==> src/shared/mpa_pkg.sv <==
// Constants, types and register map of the memory-pair ALU execution block
package mpa_pkg;

  // Operations of the group
  typedef enum logic [2:0] {
    MPA_OP_NONE  = 3'b000,
    MPA_OP_ADC   = 3'b001,
    MPA_OP_ADDNC = 3'b010,
    MPA_OP_SUB   = 3'b011,
    MPA_OP_SBB   = 3'b100,
    MPA_OP_SUBNB = 3'b101,
    MPA_OP_AND   = 3'b110,
    MPA_OP_OR    = 3'b111
  } mpa_op_t;

  // Opcode encodings
  localparam logic [7:0] FIRST_BYTE      = 8'h70;
  localparam logic [4:0] CODE_ADC        = 5'h1A;
  localparam logic [4:0] CODE_ADDNC      = 5'h14;
  localparam logic [4:0] CODE_SUB        = 5'h1C;
  localparam logic [4:0] CODE_SBB        = 5'h1E;
  localparam logic [4:0] CODE_SUBNB      = 5'h16;
  localparam logic [4:0] CODE_AND        = 5'h11;
  localparam logic [4:0] CODE_OR         = 5'h13;

  // Pointer mode field codes
  localparam logic [2:0] PTR_BC          = 3'h1;
  localparam logic [2:0] PTR_DE          = 3'h2;
  localparam logic [2:0] PTR_HL          = 3'h3;
  localparam logic [2:0] PTR_DE_INC      = 3'h4;
  localparam logic [2:0] PTR_HL_INC      = 3'h5;
  localparam logic [2:0] PTR_DE_DEC      = 3'h6;
  localparam logic [2:0] PTR_HL_DEC      = 3'h7;

  // Pair identifiers
  localparam logic [1:0] PAIR_BC         = 2'h0;
  localparam logic [1:0] PAIR_DE         = 2'h1;
  localparam logic [1:0] PAIR_HL         = 2'h2;

  // Timing: one state is one clock cycle
  localparam int         STATE_CYCLES    = 1;
  localparam int         STATES_EXEC     = 11;
  localparam int         STATES_OMIT     = 8;
  localparam logic [3:0] CNT_EXEC        = 4'(STATES_EXEC * STATE_CYCLES - 1);
  localparam logic [3:0] CNT_OMIT        = 4'(STATES_OMIT * STATE_CYCLES - 1);

  // Register offsets
  localparam logic [3:0] REG_ACC         = 4'h0;
  localparam logic [3:0] REG_B           = 4'h1;
  localparam logic [3:0] REG_C           = 4'h2;
  localparam logic [3:0] REG_D           = 4'h3;
  localparam logic [3:0] REG_E           = 4'h4;
  localparam logic [3:0] REG_H           = 4'h5;
  localparam logic [3:0] REG_L           = 4'h6;
  localparam logic [3:0] REG_FLAGS       = 4'h7;
  localparam logic [3:0] REG_STATUS      = 4'h8;

  // Flag register bit positions
  localparam int         FLG_CARRY       = 0;
  localparam int         FLG_HALF        = 1;
  localparam int         FLG_ZERO        = 2;
  localparam int         FLG_OMIT        = 3;
  localparam int         FLG_LOAD_LO     = 4;
  localparam int         FLG_LOAD_HI     = 5;
  localparam int         FLG_WIDTH       = 6;

  // Status register bit positions
  localparam int         STS_BUSY        = 0;
  localparam int         STS_ILLEGAL     = 1;

  // Reset values
  localparam logic [7:0] RST_BYTE        = 8'h00;
  localparam logic [5:0] RST_FLAGS       = 6'h00;

endpackage

==> src/core/mpa_alu.sv <==
// Combinational arithmetic and logic unit for the memory-pair group
`timescale 1ns/1ps
module mpa_alu
  import mpa_pkg::*;
(
  input  wire mpa_op_t    op,
  input  wire logic [7:0] accIn,
  input  wire logic [7:0] memIn,
  input  wire logic       carryIn,
  output logic      [7:0] result,
  output logic            carryOut,
  output logic            halfOut,
  output logic            zeroOut,
  output logic            skipOut,
  output logic            arith
);

  logic [8:0] wide;
  logic [4:0] nib;
  logic       cin;

  // Adders share one path; subtraction reports borrow as carry
  always_comb
  begin
    wide     = 9'h000;
    nib      = 5'h00;
    result   = accIn;
    carryOut = 1'b0;
    halfOut  = 1'b0;
    skipOut  = 1'b0;
    arith    = 1'b1;
    cin      = ((op == MPA_OP_ADC) || (op == MPA_OP_SBB)) ? carryIn : 1'b0;
    case (op)
      MPA_OP_ADC, MPA_OP_ADDNC:
      begin
        wide     = {1'b0, accIn} + {1'b0, memIn} + {8'h00, cin};
        nib      = {1'b0, accIn[3:0]} + {1'b0, memIn[3:0]} + {4'h0, cin};
        result   = wide[7:0];
        carryOut = wide[8];
        halfOut  = nib[4];
        skipOut  = (op == MPA_OP_ADDNC) && !wide[8];
      end
      MPA_OP_SUB, MPA_OP_SBB, MPA_OP_SUBNB:
      begin
        wide     = {1'b0, accIn} - {1'b0, memIn} - {8'h00, cin};
        nib      = {1'b0, accIn[3:0]} - {1'b0, memIn[3:0]} - {4'h0, cin};
        result   = wide[7:0];
        carryOut = wide[8];
        halfOut  = nib[4];
        skipOut  = (op == MPA_OP_SUBNB) && !wide[8];
      end
      MPA_OP_AND:
      begin
        result = accIn & memIn;
        arith  = 1'b0;
      end
      MPA_OP_OR:
      begin
        result = accIn | memIn;
        arith  = 1'b0;
      end
      default:
      begin
        arith = 1'b0;
      end
    endcase
  end

  assign zeroOut = (result == 8'h00);

endmodule

==> src/core/mpa_mem_pair_alu.sv <==
// Execution of the accumulator/memory-pair instruction group with register port
`timescale 1ns/1ps
module mpa_mem_pair_alu
  import mpa_pkg::*;
#(
  parameter int ADDR_W = 16
)
(
  input  wire logic              sys_clk,
  input  wire logic              rst,
  // Instruction hand-in
  input  wire logic              instValid,
  input  wire logic [7:0]        instByte0,
  input  wire logic [7:0]        instByte1,
  output logic                   instReady_r,
  output logic                   instDone_r,
  output logic                   omitActive_r,
  // Data memory read port
  output logic [ADDR_W-1:0]      memAddr_r,
  output logic                   memRd_r,
  input  wire logic [7:0]        memRdData,
  // Register port
  input  wire logic [3:0]        regAddr,
  input  wire logic [7:0]        regWrData,
  input  wire logic              regWr,
  input  wire logic              regRd,
  output logic [7:0]             regRdData_r
);

  typedef enum logic [2:0] {
    ST_IDLE = 3'b000,
    ST_READ = 3'b001,
    ST_EXEC = 3'b010,
    ST_HOLD = 3'b011
  } mpa_state_t;

  mpa_state_t           state_r;
  mpa_state_t           state_nxt;
  logic [3:0]           cnt_r;
  logic [7:0]           acc_r;
  logic [7:0]           regB_r;
  logic [7:0]           regC_r;
  logic [7:0]           regD_r;
  logic [7:0]           regE_r;
  logic [7:0]           regH_r;
  logic [7:0]           regL_r;
  logic [FLG_WIDTH-1:0] flags_r;
  logic                 illegal_r;
  mpa_op_t              op_r;
  logic [2:0]           ptrMode_r;
  logic [15:0]          ptrBase_r;
  logic [7:0]           aluRes;
  logic                 aluCarry;
  logic                 aluHalf;
  logic                 aluZero;
  logic                 aluSkip;
  logic                 aluArith;
  logic                 accept;
  logic                 decOk;
  mpa_op_t              decOp;
  logic                 doExec;
  logic                 swWrite;
  logic [15:0]          ptrNext;
  logic [1:0]           pairId;

  // Second byte top five bits to operation
  function automatic mpa_op_t decodeOp(input logic [7:0] b0, input logic [7:0] b1);
    mpa_op_t o;
    o = MPA_OP_NONE;
    if (b0 == FIRST_BYTE)
    begin
      case (b1[7:3])
        CODE_ADC:   o = MPA_OP_ADC;
        CODE_ADDNC: o = MPA_OP_ADDNC;
        CODE_SUB:   o = MPA_OP_SUB;
        CODE_SBB:   o = MPA_OP_SBB;
        CODE_SUBNB: o = MPA_OP_SUBNB;
        CODE_AND:   o = MPA_OP_AND;
        CODE_OR:    o = MPA_OP_OR;
        default:    o = MPA_OP_NONE;
      endcase
    end
    return o;
  endfunction

  // Pointer mode to pair identifier
  function automatic logic [1:0] pairOf(input logic [2:0] mode);
    logic [1:0] p;
    case (mode)
      PTR_BC:                         p = PAIR_BC;
      PTR_DE, PTR_DE_INC, PTR_DE_DEC: p = PAIR_DE;
      default:                        p = PAIR_HL;
    endcase
    return p;
  endfunction

  // Current value of a pair
  function automatic logic [15:0] pairValue(input logic [1:0] p, input logic [7:0] b, input logic [7:0] c,
                                            input logic [7:0] d, input logic [7:0] e,
                                            input logic [7:0] h, input logic [7:0] l);
    logic [15:0] v;
    case (p)
      PAIR_BC: v = {b, c};
      PAIR_DE: v = {d, e};
      default: v = {h, l};
    endcase
    return v;
  endfunction

  mpa_alu u_alu (
    .op       (op_r),
    .accIn    (acc_r),
    .memIn    (memRdData),
    .carryIn  (flags_r[FLG_CARRY]),
    .result   (aluRes),
    .carryOut (aluCarry),
    .halfOut  (aluHalf),
    .zeroOut  (aluZero),
    .skipOut  (aluSkip),
    .arith    (aluArith)
  );

  // Hand-in and decode
  assign accept = instValid && instReady_r;
  assign decOp  = decodeOp(instByte0, instByte1);
  assign decOk  = (decOp != MPA_OP_NONE) && (instByte1[2:0] != 3'h0);
  assign doExec = (state_r == ST_EXEC);
  assign pairId = pairOf(ptrMode_r);
  // Software may not disturb the programmer state while an instruction owns it
  assign swWrite = regWr && (state_r == ST_IDLE) && !accept;

  // Post-access pointer value, wrapping in 16 bits
  always_comb
  begin
    case (ptrMode_r)
      PTR_DE_INC, PTR_HL_INC: ptrNext = ptrBase_r + 16'h0001;
      PTR_DE_DEC, PTR_HL_DEC: ptrNext = ptrBase_r - 16'h0001;
      default:                ptrNext = ptrBase_r;
    endcase
  end

  // Sequencer next state
  always_comb
  begin
    state_nxt = state_r;
    case (state_r)
      ST_IDLE:
      begin
        if (accept && !flags_r[FLG_OMIT] && decOk)
        begin
          state_nxt = ST_READ;
        end
        else if (accept)
        begin
          state_nxt = ST_HOLD;
        end
      end
      ST_READ: state_nxt = ST_EXEC;
      ST_EXEC: state_nxt = ST_HOLD;
      ST_HOLD:
      begin
        if (cnt_r == 4'h0)
        begin
          state_nxt = ST_IDLE;
        end
      end
      default: state_nxt = ST_IDLE;
    endcase
  end

  // State register
  always_ff @(posedge sys_clk)
  begin
    if (rst)
    begin
      state_r <= ST_IDLE;
    end
    else
    begin
      state_r <= state_nxt;
    end
  end

  // State counter: busy lasts the full instruction time
  always_ff @(posedge sys_clk)
  begin
    if (rst)
    begin
      cnt_r <= 4'h0;
    end
    else if (accept)
    begin
      cnt_r <= flags_r[FLG_OMIT] ? CNT_OMIT : CNT_EXEC;
    end
    else if (cnt_r != 4'h0)
    begin
      cnt_r <= cnt_r - 4'h1;
    end
  end

  // Ready and done handshake
  always_ff @(posedge sys_clk)
  begin
    if (rst)
    begin
      instReady_r <= 1'b0;
      instDone_r  <= 1'b0;
    end
    else
    begin
      instDone_r  <= (state_r == ST_HOLD) && (cnt_r == 4'h0);
      instReady_r <= (state_nxt == ST_IDLE);
    end
  end

  // Latch the decoded instruction and its pointer at hand-in
  always_ff @(posedge sys_clk)
  begin
    if (rst)
    begin
      op_r      <= MPA_OP_NONE;
      ptrMode_r <= 3'h0;
      ptrBase_r <= 16'h0000;
    end
    else if (accept)
    begin
      op_r      <= decOp;
      ptrMode_r <= instByte1[2:0];
      ptrBase_r <= pairValue(pairOf(instByte1[2:0]), regB_r, regC_r, regD_r, regE_r, regH_r, regL_r);
    end
  end

  // Memory read: one strobe, address is the pair before any update
  always_ff @(posedge sys_clk)
  begin
    if (rst)
    begin
      memRd_r   <= 1'b0;
      memAddr_r <= '0;
    end
    else
    begin
      memRd_r <= accept && !flags_r[FLG_OMIT] && decOk;
      if (accept)
      begin
        memAddr_r <= ADDR_W'(pairValue(pairOf(instByte1[2:0]), regB_r, regC_r, regD_r, regE_r, regH_r,
                                       regL_r));
      end
    end
  end

  // Accumulator
  always_ff @(posedge sys_clk)
  begin
    if (rst)
    begin
      acc_r <= RST_BYTE;
    end
    else if (doExec)
    begin
      acc_r <= aluRes;
    end
    else if (swWrite && (regAddr == REG_ACC))
    begin
      acc_r <= regWrData;
    end
  end

  // Register pairs: pointer write-back in the execute state, at the same edge that consumes the read data
  always_ff @(posedge sys_clk)
  begin
    if (rst)
    begin
      regB_r <= RST_BYTE;
      regC_r <= RST_BYTE;
      regD_r <= RST_BYTE;
      regE_r <= RST_BYTE;
      regH_r <= RST_BYTE;
      regL_r <= RST_BYTE;
    end
    else if (doExec)
    begin
      case (pairId)
        PAIR_BC: {regB_r, regC_r} <= ptrNext;
        PAIR_DE: {regD_r, regE_r} <= ptrNext;
        default: {regH_r, regL_r} <= ptrNext;
      endcase
    end
    else if (swWrite)
    begin
      case (regAddr)
        REG_B:   regB_r <= regWrData;
        REG_C:   regC_r <= regWrData;
        REG_D:   regD_r <= regWrData;
        REG_E:   regE_r <= regWrData;
        REG_H:   regH_r <= regWrData;
        REG_L:   regL_r <= regWrData;
        default: regB_r <= regB_r;
      endcase
    end
  end

  // Flags: execution, omission consumption and software load
  always_ff @(posedge sys_clk)
  begin
    if (rst)
    begin
      flags_r <= RST_FLAGS;
    end
    else if (doExec)
    begin
      flags_r[FLG_ZERO]    <= aluZero;
      flags_r[FLG_OMIT]    <= aluSkip;
      flags_r[FLG_LOAD_LO] <= 1'b0;
      flags_r[FLG_LOAD_HI] <= 1'b0;
      if (aluArith)
      begin
        flags_r[FLG_CARRY] <= aluCarry;
        flags_r[FLG_HALF]  <= aluHalf;
      end
    end
    else if (accept && flags_r[FLG_OMIT])
    begin
      flags_r[FLG_OMIT] <= 1'b0;
    end
    else if (swWrite && (regAddr == REG_FLAGS))
    begin
      flags_r <= regWrData[FLG_WIDTH-1:0];
    end
  end

  // Omission visible on a pin
  always_ff @(posedge sys_clk)
  begin
    if (rst)
    begin
      omitActive_r <= 1'b0;
    end
    else
    begin
      omitActive_r <= flags_r[FLG_OMIT];
    end
  end

  // Unknown opcode or pointer code zero; a new event beats the software clear
  always_ff @(posedge sys_clk)
  begin
    if (rst)
    begin
      illegal_r <= 1'b0;
    end
    else if (accept && !flags_r[FLG_OMIT] && !decOk)
    begin
      illegal_r <= 1'b1;
    end
    else if (regWr && (regAddr == REG_STATUS) && regWrData[STS_ILLEGAL])
    begin
      illegal_r <= 1'b0;
    end
  end

  // Read data one cycle after the strobe; unmapped reads give zero
  always_ff @(posedge sys_clk)
  begin
    if (rst)
    begin
      regRdData_r <= 8'h00;
    end
    else if (regRd)
    begin
      case (regAddr)
        REG_ACC:    regRdData_r <= acc_r;
        REG_B:      regRdData_r <= regB_r;
        REG_C:      regRdData_r <= regC_r;
        REG_D:      regRdData_r <= regD_r;
        REG_E:      regRdData_r <= regE_r;
        REG_H:      regRdData_r <= regH_r;
        REG_L:      regRdData_r <= regL_r;
        REG_FLAGS:  regRdData_r <= {2'b00, flags_r};
        REG_STATUS: regRdData_r <= {6'h00, illegal_r, (state_r != ST_IDLE)};
        default:    regRdData_r <= 8'h00;
      endcase
    end
    else
    begin
      regRdData_r <= 8'h00;
    end
  end

endmodule

==> config.mk <==
export PLATFORM = sky130hd
export DESIGN_NAME = mpa_mem_pair_alu
export DESIGN_NICKNAME = d
export VERILOG_FILES = /design/src/shared/mpa_pkg.sv /design/src/core/mpa_alu.sv /design/src/core/mpa_mem_pair_alu.sv
export SDC_FILE = /design/constraint.sdc
export NUM_CORES = 1
export LEC_CHECK = 0
export ABC_AREA = 1
export BUFFER_PORTS_ARGS = -buffer_cell sky130_fd_sc_hd__buf_2
export CORE_ASPECT_RATIO = 2
export CORE_UTILIZATION = 60
export DETAILED_ROUTE_END_ITERATION = 7
export PLACE_DENSITY = 0.79
export SETUP_SLACK_MARGIN = 0.4
export SYNTH_ARGS = -nofsm -noshare
export SYNTH_HDL_FRONTEND = slang
export SYNTH_SLANG_ARGS = --single-unit
==> constraint.sdc <==
create_clock -name sys_clk -period 2.8 [get_ports sys_clk]
set_input_delay 0.42 -clock sys_clk [delete_from_list [all_inputs] [get_ports sys_clk]]
set_output_delay 0.42 -clock sys_clk [all_outputs]
set_load 0.01 [all_outputs]
## After elaboration in Yosys (flattened, before gate mapping)

Cells that the tools add are included.

- Register bits after elaboration: 104
- Input port bits: 41
- Output and inout bits: 28
- Word-level logic and storage cells: 198

- Add/subtract/negate cells: 11
- Equality and inequality tests: 43
- Multiplexer cells: 55
- Bitwise gates (word level): 4
- Reduce and logical (&&, ||, !) cells: 63

Operators with widths:

| operator | count |
|---|---|
| $mux 8 | 26 |
| $pmux 8 s9 | 1 |
| $pmux 16 s2 | 2 |
| $eq 5x5->1 const B | 7 |
| $pmux 8 s4 | 1 |
| $eq 3x3->1 const B | 10 |
| $reduce_bool 2->1 | 11 |
| $pmux 3 s7 | 1 |
| $reduce_and 3->1 | 7 |
| $eq 3x2->1 const B | 6 |
| $add 16x1->16 const B | 1 |
| $eq 4x3->1 const B | 4 |
| $mux 4 | 4 |
| $sub 16x1->16 const B | 1 |
| $logic_and 1x1->1 | 15 |
| $mux 3 | 5 |
| $eq 3x1->1 const B | 4 |
| $pmux 3 s4 | 1 |
| $reduce_bool 3->1 | 4 |
| $reduce_or 2->1 | 6 |
| $add 8x8->9 | 1 |
| $add 9x1->9 | 1 |
| $reduce_or 3->1 | 3 |
| $sub 8x8->9 | 1 |
| 30 further kinds | 53 |

## Longest topological paths before layout

Gate-level depths: netlist (run 1).

- Depth in word-level cells: 9
- Depth in mapped cells: 19
- Mapped depth without buffers: 18

## By module

Synthesis (run 1) repeated with hierarchy kept, for this count alone.

- Cell total of the unflattened synthesis: 1169
- Area, all modules: 7573.5 sq um

By module, submodules not included:

| module | instances | cells each | area each (sq um) |
|---|---|---|---|
| mpa_mem_pair_alu | 1 | 897 | 6019.5 |
| mpa_alu | 1 | 272 | 1554.0 |

## Least setup slack after synthesis (run 1)

Ideal clock, no wire load.

- Path kind: reg-to-reg
- Start point: register op_r[2]
- End point: register acc_r[5]
- Arrival time: 2.447 ns
- Data required time: 2.685 ns
- Setup slack: 0.238 ns
- Stages on the path, launching flop included: 18
- Buffers on the path: 1
- Path through: dfxtp_1 -> buf_2 -> inv_1 -> nand2_1 -> nand4_1 -> inv_1 -> fa_1 -> inv_1 -> ha_1 -> o21ai_0 -> nand2_1 -> nand2_1 -> nand3b_1 -> nand3_1 -> o21ai_0 -> nor3_1 -> nor2_1 -> o21ba_2

- Word-level cells in the longest chain between the ends: 6
- Elaborated cells on any way between the ends: 15
- Those cells by class: 2 x add/sub; 7 x eq/ne; 3 x mux; 3 x reduce/logical

RTL lines:

| what | RTL line | source |
|---|---|---|
| start, declared | mpa_mem_pair_alu.sv:49 | `mpa_op_t op_r;` |
| start signal, assigned | mpa_mem_pair_alu.sv:227 | `op_r <= decOp;` |
| $eq 3x1->1 / $eq 3x3->1 (equally long branches) | - |  |
| $logic_or 1x1->1 | mpa_alu.sv:32 | `cin = ((op == MPA_OP_ADC) \|\| (op == MPA_OP_SBB)) ? carryIn : 1'b0;` |
| $mux 1 | mpa_alu.sv:32 |  |
| $sub 9x1->9 / $add 9x1->9 (equally long branches) | mpa_alu.sv:45, mpa_alu.sv:36 |  |
| $pmux 8 s4 * | mpa_alu.sv:33 | `case (op)` |
| $mux 8 * | mpa_mem_pair_alu.sv:259 | `else if (doExec)` |
| end signal, assigned | mpa_mem_pair_alu.sv:261 | `acc_r <= aluRes;` |
| end signal, assigned | mpa_mem_pair_alu.sv:265 | `acc_r <= regWrData;` |
| end, declared | mpa_mem_pair_alu.sv:40 | `logic [7:0] acc_r;` |

Mark *: on every way between the ends. The rest lies on a longest branch, timed or not.
A chain may end at the register's enable or synchronous reset.

## Worst setup path in the final report (run 1)

- Start point: register op_r[0]
- End point: register acc_r[5]

Same word-level chain as after synthesis.

==> flow_summary.ini, run 1 <==
[layout]
insertedDiodeCount = 0
drive_gt1_share_pct = 17.64
fin_nets = 1299
final_cells = 1358
areaGrowthSynthToFinish_pct = 18.99
final_util_pct = 73.50
stdcell_area_um2 = 8601
fill_cells = 983

[timing]
fin_crit_sh_pct = 95.07
worst_pin_slew_ps = 1036
fin_ws_ps = 138.0
max_freq_mhz = 375.7
finClkSkew_ps = 11.68
fin_crit_ps = 2662
setup_violations = 0
rsz0062_at_grt = true
hold_viol = 0
drv_slew = 0
slew_headroom_pct = 30.67

[worst_hold_path]
hp-start = regWrData[4]
whs_path_depth = 3
worstHoldEndpoint = flags_r[4]
hold_class = in -> reg

[synth]
ys.flop_type = dfxtp_1
synth_nets = 1206
ys_ff_latch = 104
ys_async_sr_fraction_pct = 0
synth.top_cells.by_area = dfxtp_1 29%, nand2_1 12%, inv_1 9.0%
synth_edf_count = 0
netlist_area_um2 = 7228
synthCells = 1115
yosysWarnings = 0
synth_cell_type_count = 48
yosysSeqAreaShare_pct = 28.80
syn_area_per_cell_um2 = 6.483
synth_top_cell_area_share_pct = 28.80
post-synth-top-area-cell = dfxtp_1

[placement]
dp.final_hpwl_mm = 19.68
gp_congestion = 1.021
place_ws_ps = 85.83
numPortBuffers = 68
place_area_um2 = 7863
dp_cells = 1327

[global_routing]
grt_pass1_wl_mm = 39.54
grt.total_usage_pct = 42.55
grt_pass1_vias = 7800
grt_max_degree = 54
antenna_found_initial = 0
grt_overflow_total = 0

[floorplan]
core_um2 = 11700
initial_utilization_pct = 61.77
die_y_um = 157.2
io_pins = 69
rows = 56
die_x_um = 79.61
die_area_um2 = 12520

[clock_tree]
postCtsHoldBufs = 0
clk_latency_ps = 350
cts_root_buf = clkbuf_16
clk_pin_slew_ps = 80
cts_made_buffers = 9
cts_buffer_depth = 2
cts_tree = yes
cts_sinks = 104
htreeDepth = 3

[worst_setup_path]
regToRegEndpoint = acc_r[5]
cp.required_ps = 3050
r2r-start = op_r[0]
reg2reg_slack_ps = 140
reg2reg_depth = 17
crit_type = reg -> reg
end_kind = flip-flop
cp.arrival_ps = 2910
crit_fanout = 4
startpoint_type = flip-flop

[route]
vias = 8253
drt_pass1_iterations = 5
routed_wl_mm = 26.39
drt_iter0_markers = 650
drc = 0
avgViaCountPerCell = 6.077
wl_per_cell_um = 19.43
ant_nets = 0

[run_status]
status = finished, final reports clean

[pwr]
p_leak_uw = 0.004051
internal-power_uw = 2545
p_comb_share_pct = 25.5
vdd_drop_max_mv = 0.5008
sw_frac_of_total_pct = 34.20
power.density_nw_per_um2 = 449.7
clockPowerShare_pct = 32.3
p_seq_share_pct = 42.2
p_switching_uw = 1323

[run]
maxCapViolations = 0
timing repair:
action | 4_1_cts | 5_1_grt
pin swaps | 12 | 23
resized for setup | 16 | 69
setup endpoints to repair | 33 | 39
buffers inserted | 4 | 11
power by group through the flow:
stage	Sequential, uW	Clock [uW]	Combinational (uW)
2_1_floorplan	1640	0	585
3_3_place_gp	1660	0	862
3_5_place_dp	1660	0	877
4_1_cts	1620	1250	903
5_1_grt	1640	1300	1070
6_report	1630	1250	986
layout by cell type, fill, tap and decap left out, types with 5 or more instances in the layout:
master,Yosys,layout
a41oi_1,16,16
o21ai_1,1,11
o21ai_0,85,71
nor2_2,3,6
nand3_2,2,9
nand2_2,2,9
nor3_1,7,6
inv_2,6,9
o21ai_2,2,5
a31oi_1,9,8
xnor2_1,8,7
nor2_1,124,121
dfxtp_1,104,99
a221oi_1,8,8
nand4_1,15,15
o211ai_1,9,9
nand2_1,224,215
inv_1,174,170
a21oi_1,83,74
ha_4,0,11
nand3b_1,7,7
o22ai_1,15,15
nand3_1,89,81
buf_2,7,68
ha_1,45,33
xor2_1,7,7
a211oi_1,5,5
clkbuf_16,0,9
a21oi_2,0,9
buf_4,1,45
cells in the mapped netlist, drive strengths merged, types with 9 or more instances:
library cell,count
a21oi,84
a31oi,9
nand4,15
dfxtp,104
o211ai,9
o22ai,15
nor2,128
nand2,226
buf,13
clkbuf,20
nand3,91
a41oi,16
ha,45
inv,181
o21ai,88
metal layers:
metal  up-vias  wire length, um  global-route usage [%]
li1       3864                -                       -
met1      3753             8597                   40.61
met2       456            13050                   74.64
met3       180             1831                   7.072
met4         0             2914                   40.43
met5         -                0                       0
cell families (layout without fill, tap and decap cells):
group	Yosys count	count (layout)	share of synthesized area, %
AND/OR/NAND/NOR	480	480	28.30
AO/OA/AOI/OAI	249	249	20.34
buffers and inverters	215	313	11.37
flip-flops	104	104	28.80
adder cells (fa/ha/maj)	50	50	9.174
XOR/XNOR	15	15	1.818
other	1	1	0.05188
multiplexers	1	1	0.1385
stage by stage:
stage               setup TNS (ps)  hold WS (ps)  total power [uW]
finish                           0         356.8              3867
CTS                              0         346.5              3774
global placement                 0         451.9              2518
global route                -27.79         367.4              4005
floorplan                        0         438.8              2229
detailed placement               0         466.2              2535
worst max path at each step:
stage                       from          to  slack (ps)  cells past startpoint
CTS                      op_r[0]  flags_r[0]         210                     14
detailed placement  memRdData[0]  flags_r[0]          90                     13
global route             op_r[2]  flags_r[2]         -30                     18
finish                   op_r[0]    acc_r[5]         140                     17
floorplan                op_r[2]    acc_r[5]         320                     17
global placement    memRdData[0]  flags_r[0]         120                     13
flip-flops by register name, summed over array words and instances (netlist names), 4 cells and up:
name and flops:
cnt_r 4, regB_r 8, regE_r 8, regD_r 8, regRdData_r 8, memAddr_r 16, regH_r 8, acc_r 8
flags_r 6, regC_r 8, regL_r 8
critical path, cell delays in order (launching register included):
cell      delay [ps]
dfxtp_4          360
inv_2             60
nand2_2           40
nand4_1          110
inv_1             80
fa_2             570
buf_4            130
inv_2             40
ha_4             150
o21ai_4          180
nand2_4           90
nand2_2           80
nand3b_1          80
nand3_1           70
o21ai_1           80
nor3_2           160
nor2_1            80
o21ba_2          190
area by class of cell:
cell class / count / area (um2) / area share [%]
Clock inverter: 6 / 60.06 / 0.6983
Inverter: 182 / 690.7 / 8.030
Sequential cell: 104 / 2091 / 24.31
Tap cell: 145 / 181.4 / 2.109
Clock buffer: 10 / 229.0 / 2.662
Multi-Input combinational cell: 796 / 4648 / 54.04
Timing Repair Buffer: 115 / 700.7 / 8.147
No activity file was read; power rests on OpenSTA's default activity.
==> inputs of run 2 (changes only) <==
--- a/config.mk
+++ b/config.mk
@@ -5,12 +5,11 @@
 export SDC_FILE = /design/constraint.sdc
 export NUM_CORES = 1
 export LEC_CHECK = 0
-export ABC_AREA = 1
 export BUFFER_PORTS_ARGS = -buffer_cell sky130_fd_sc_hd__buf_2
 export CORE_ASPECT_RATIO = 2
 export CORE_UTILIZATION = 60
 export DETAILED_ROUTE_END_ITERATION = 7
-export PLACE_DENSITY = 0.79
+export PLACE_DENSITY = 0.78
 export SETUP_SLACK_MARGIN = 0.4
 export SYNTH_ARGS = -nofsm -noshare
 export SYNTH_HDL_FRONTEND = slang
==> flow_summary.ini, run 2 <==
[worst_setup_path]
cp.arrival_ps = 3130
worst-path-buf-inv = 3
reg2reg_slack_ps = -60
crit_fanout = 3
crit_cells = 14
end_kind = flip-flop
crit_slowest_cell = fa_2
critPathTopFamily = compound AO/OA/AOI/OAI gates
startpoint_type = flip-flop
crit_path_frequent_cell = inv_2
timing.critical_path.to = flags_r[2]
reg2reg_depth = 14
r2r-start = op_r[0]
cp.required_ps = 3070
slowest_delay_ps = 580
regToRegEndpoint = flags_r[2]
path_cells = xor2_1 > nand3b_1 > inv_2 > fa_2 > inv_2 > ha_4 > o211ai_1 > buf_4 > a31oi_4 > xnor2_1 > nor2_1 > o32ai_2 > nand2_1 > o31ai_2
crit_type = reg -> reg
critPathLaunch = op_r[0]

[synth]
post-synth-top-area-cell = dfxtp_1
syn_area_per_cell_um2 = 7.708
ys.flop_type = dfxtp_1
synthCells = 965
ys_ff_latch = 104
ys_async_sr_fraction_pct = 0
yosysMostFrequentCell = nor2_1
yosys-top-cells-count = 107 x nor2_1, 104 x dfxtp_1, 101 x nand2_1, 94 x a21oi_1, 45 x ha_1
netlist_area_um2 = 7438
synth_edf_count = 0
yosysSeqAreaShare_pct = 27.99
yosysWarnings = 0
synth_nets = 1056
synth_top_cell_area_share_pct = 27.99
synth.top_cells.by_area = dfxtp_1 28%, ha_1 7.6%, a21oi_1 6.3%
synth_cell_type_count = 74

[clock_tree]
clk_latency_ps = 360
cts_sinks = 104
cts_tree = yes
postCtsHoldBufs = 0
clk_pin_slew_ps = 80
cts_buffer_depth = 2
cts_root_buf = clkbuf_16
cts_made_buffers = 9
htreeDepth = 3

[timing]
slew_headroom_pct = 40.35
drv_slew = 0
fin_crit_sh_pct = 102.1
setup_violations = 1
fin_hold_ws_ps = 318.2
max_freq_mhz = 349.9
rsz0062_at_grt = true
worst_pin_slew_ps = 894.7
fin_ws_ps = -57.68
finalSetupTns_ps = -57.68
hold_viol = 0
fin_crit_ps = 2858
finClkSkew_ps = 8.420

[run_status]
violations = negative setup slack
status = finished, violations left

[layout]
final_cells = 1208
mostFrequentLayoutCells = 103 x nor2_1, 100 x dfxtp_1, 99 x nand2_1
largest_reg_flops = 16
fin_nets = 1147
areaGrowthSynthToFinish_pct = 23.08
final_common_cell = nor2_1
largest-register = memAddr_r
fill_cells = 941
drive_gt1_share_pct = 24.91

[floorplan]
io_pins = 69
die_x_um = 80.73
die_y_um = 159.5
core_um2 = 12120
die_area_um2 = 12870
rows = 57
initial_utilization_pct = 61.35

[pwr]
p_leak_uw = 0.003665
vdd_drop_max_mv = 0.3511
power.density_nw_per_um2 = 413.8

[global_routing]
grt_max_degree = 34
antenna_found_initial = 0
grt_pass1_vias = 8139
grt.total_usage_pct = 46.68
grt_pass1_wl_mm = 44.43
grt_overflow_total = 0

[route]
vias = 8160
wl_per_cell_um = 23.32
drt_pass1_iterations = 6
avgViaCountPerCell = 6.755
routed_wl_mm = 28.17
ant_nets = 0
drc = 0
drt_iter0_markers = 796

[placement]
dp.final_hpwl_mm = 19.67
gp_congestion = 1.013
numPortBuffers = 68
dp_cells = 1178

[worst_hold_path]
hold_class = in -> reg

[run]
maxCapViolations = 0
[run 2: how the worst min path moves through the flow]
stage | from | endpoint | cells after the start | slack [ps]
finish | instByte1[2] | ptrMode_r[2] | 3 | 320
global route | instByte1[1] | ptrMode_r[1] | 3 | 340
CTS | instByte1[1] | ptrMode_r[1] | 3 | 310
detailed placement | regC_r[3] | regC_r[3] | 2 | 460
global placement | regC_r[0] | regC_r[0] | 2 | 460
floorplan | regD_r[2] | regD_r[2] | 2 | 440
[run 2: layout make-up]
type	count	area, um2	share of cell area, %
Inverter	40	150.1	1.640
Timing Repair Buffer	137	897.1	9.799
Antenna cell	1	2.502	0.02733
Multi-Input combinational cell	764	5540	60.52
Clock inverter	6	68.82	0.7517
Clock buffer	9	225.2	2.460
Tap cell	147	183.9	2.009
Sequential cell	104	2087	22.80
[run 2: power by group]
part           internal [uW]  total (uW)  switching (uW)
logic                    351         892             541
registers               1540        1610            68.9
clock network            696        1290             592
[run 2: metrics by stage]
step | utilization [%] | area (um2) | total power [uW] | worst slack, ps
3_5_place_dp | 67.38 | 8169 | 2414 | -111.7
6_report | 75.51 | 9155 | 3788 | -57.68
4_1_cts | 72.95 | 8845 | 3718 | -14.12
5_1_grt | 75.49 | 9153 | 3940 | -223.8
3_3_place_gp | 67.38 | 8169 | 2390 | -59.80
2_1_floorplan | - | 7488 | 2166 | -37.29
[run 2: metal layers]
layer	vias to the layer above	share of wire, %	wire length (um)	GRT usage [%]
met2	491	48	13610	73.38
li1	3685	-	-	-
met1	3787	32	8972	43.82
met3	197	9.1	2569	21.89
met5	-	0	0	0.4167
met4	0	11	3018	40.99
[run 2: repair_timing]
| item | CTS | global route |
|---|---|---|
| setup buffers | 5 | 9 |
| setup endpoints to repair | 33 | 50 |
| pin swaps | 40 | 35 |
| resized for setup | 68 | 46 |
[run 2: cell families (layout without fill, tap and decap cells)]
family	count (synthesis)	count (layout)	synth area share, %
buf+inv	97	192	5.467
flops	104	104	27.99
simple gates	347	347	22.81
other cells	1	2	0.05041
xor+xnor	28	28	3.297
fa+ha+maj	50	50	8.915
mux	28	28	3.835
compound gates	310	310	27.64
[run 2: tightest hold or removal path: stages]
cell and delay (ps):
buf_2 110, nand2_1 60, a21oi_1 50
==> inputs of run 3 (changes only) <==
--- a/config.mk
+++ b/config.mk
@@ -6,10 +6,12 @@
 export NUM_CORES = 1
 export LEC_CHECK = 0
 export BUFFER_PORTS_ARGS = -buffer_cell sky130_fd_sc_hd__buf_2
+export CELL_PAD_IN_SITES_DETAIL_PLACEMENT = 1
+export CELL_PAD_IN_SITES_GLOBAL_PLACEMENT = 1
 export CORE_ASPECT_RATIO = 2
-export CORE_UTILIZATION = 60
+export CORE_UTILIZATION = 45
 export DETAILED_ROUTE_END_ITERATION = 7
-export PLACE_DENSITY = 0.78
+export PLACE_DENSITY_LB_ADDON = 0.1
 export SETUP_SLACK_MARGIN = 0.4
 export SYNTH_ARGS = -nofsm -noshare
 export SYNTH_HDL_FRONTEND = slang
==> flow_summary.ini, run 3 (synthesis gave the netlist of run 2 again) <==
[run_status]
status = finished, violations left
violations = negative setup slack

[route]
ant_nets = 0
wl_per_cell_um = 23.69
avgViaCountPerCell = 6.279
drc = 0
drt_iter0_markers = 414
routed_wl_mm = 30.39
vias = 8056
drt_pass1_iterations = 5

[worst_setup_path]
path_cells = xor2_1 > nand3b_1 > buf_4 > fa_2 > fa_2 > o21a_1 > nor2_2 > xor2_1 > nor2_1 > a211o_1 > nand4b_1 > o31ai_2
crit_slowest_cell = fa_2
startpoint_type = flip-flop
regToRegEndpoint = flags_r[2]
crit_type = reg -> reg
r2r-start = op_r[2]
cp.required_ps = 3080
reg2reg_slack_ps = -30
end_kind = flip-flop
reg2reg_depth = 12
slowest_delay_ps = 390
crit_fanout = 2
cp.arrival_ps = 3110

[floorplan]
initial_utilization_pct = 45.96
die_x_um = 92.91
die_y_um = 183.8
die_area_um2 = 17080
rows = 66
io_pins = 69
core_um2 = 16190

[layout]
largest-register = memAddr_r
fill_cells = 2024
drive_gt1_share_pct = 25.12
insertedDiodeCount = 0
mostFrequentLayoutCells = 104 x nor2_1, 101 x nand2_1, 100 x dfxtp_1
final_common_cell = nor2_1
areaGrowthSynthToFinish_pct = 24.37
fin_nets = 1165
largest_reg_flops = 16
stdcell_area_um2 = 9251

[timing]
finalSetupTns_ps = -27.64
hold_viol = 0
fin_crit_sh_pct = 101.0
setup_violations = 1
slew_headroom_pct = 48.86
drv_slew = 0
max_freq_mhz = 353.7
rsz0062_at_grt = true
fin_ws_ps = -27.64
worst_pin_slew_ps = 765.4
fin_crit_ps = 2828
finClkSkew_ps = 11.85

[global_routing]
grt_overflow_total = 0
antenna_found_initial = 0
grt_pass1_vias = 8248
grt.total_usage_pct = 35.41
grt_max_degree = 38
grt_pass1_wl_mm = 45.48

[worst_hold_path]
hp-start = instByte1[1]
whs_path_depth = 3
hold_class = in -> reg
worstHoldEndpoint = ptrMode_r[1]

[run]
maxCapViolations = 0

[clock_tree]
htreeDepth = 3
cts_root_buf = clkbuf_16
clk_pin_slew_ps = 70
cts_sinks = 104
cts_made_buffers = 9
cts_buffer_depth = 2
cts_tree = yes
clk_latency_ps = 360

[placement]
place_ws_ps = -30.74
gp_congestion = 0.9854
dp.final_hpwl_mm = 23.06
numPortBuffers = 68
place_area_um2 = 8320

[pwr]
p_leak_uw = 0.003714
total_power_uw = 3932
vdd_drop_max_mv = 0.3058
power.density_nw_per_um2 = 425.0
run 3: cell count changes in the layout (fill, tap and decap cells not counted), sizes merged:
cell / delta
clkinv: -2
buf: +17
bufinv: +1
diode: -1
and2: +1
clkbuf: +2
run 3: what timing repair did:
action | CTS | global route
gates cloned | 0 | 1
hold buffers | 0 | 0
buffers inserted | 9 | 10
setup endpoints to repair | 30 | 39
pin swaps | 28 | 42
gates resized for setup | 34 | 55
run 3: power by group:
part / internal [uW] / switching (uW)
logic: 363 / 554
registers: 1540 / 67.0
clock network: 796 / 612
total: 2700 / 1230
run 3: through the flow:
stage	utilization [%]	hold WS, ps	instances
floorplan	-	437.9	965
global placement	51.41	454.7	1247
detailed placement	51.41	461.4	1247
CTS	54.77	350.3	1272
global route	57.16	361.5	1283
finish	57.16	347.2	1283
run 3: layer usage:
| metal | vias up | routed length (um) | GRT usage, % |
|---|---|---|---|
| met2 | 249 | 16550 | 67.09 |
| met1 | 3957 | 10480 | 33.05 |
| li1 | 3720 | - | - |
| met5 | - | 0 | 0 |
| met3 | 130 | 880 | 3.929 |
| met4 | 0 | 2474 | 28.68 |
run 3: worst max path at each step:
stage,start,endpoint,slack (ps),cells after the start
finish,op_r[2],flags_r[2],-30,12
detailed placement,op_r[0],flags_r[2],-30,13
global route,op_r[0],flags_r[2],-170,11
global placement,op_r[0],flags_r[2],20,12
CTS,op_r[0],flags_r[2],-2,14
floorplan,op_r[2],acc_r[7],-40,15
run 3: area by class of cell:
| cell class | instances | area, um2 | share of cell area (%) |
|---|---|---|---|
| Clock buffer | 11 | 232.7 | 2.516 |
| Clock inverter | 5 | 87.58 | 0.9467 |
| Inverter | 40 | 150.1 | 1.623 |
| Multi-Input combinational cell | 765 | 5418 | 58.56 |
| Sequential cell | 104 | 2087 | 22.56 |
| Tap cell | 204 | 255.2 | 2.759 |
| Timing Repair Buffer | 154 | 1021 | 11.04 |
run 3: worst max-delay path, delay by kind of cell (launching register included):
kind | cells | cell delay (ps)
adder cells (fa/ha/maj) | 2 | 750
AO/OA/AOI/OAI | 3 | 700
AND/OR/NAND/NOR | 4 | 510
flip-flops | 1 | 330
XOR/XNOR | 2 | 300
buffers and inverters | 1 | 150
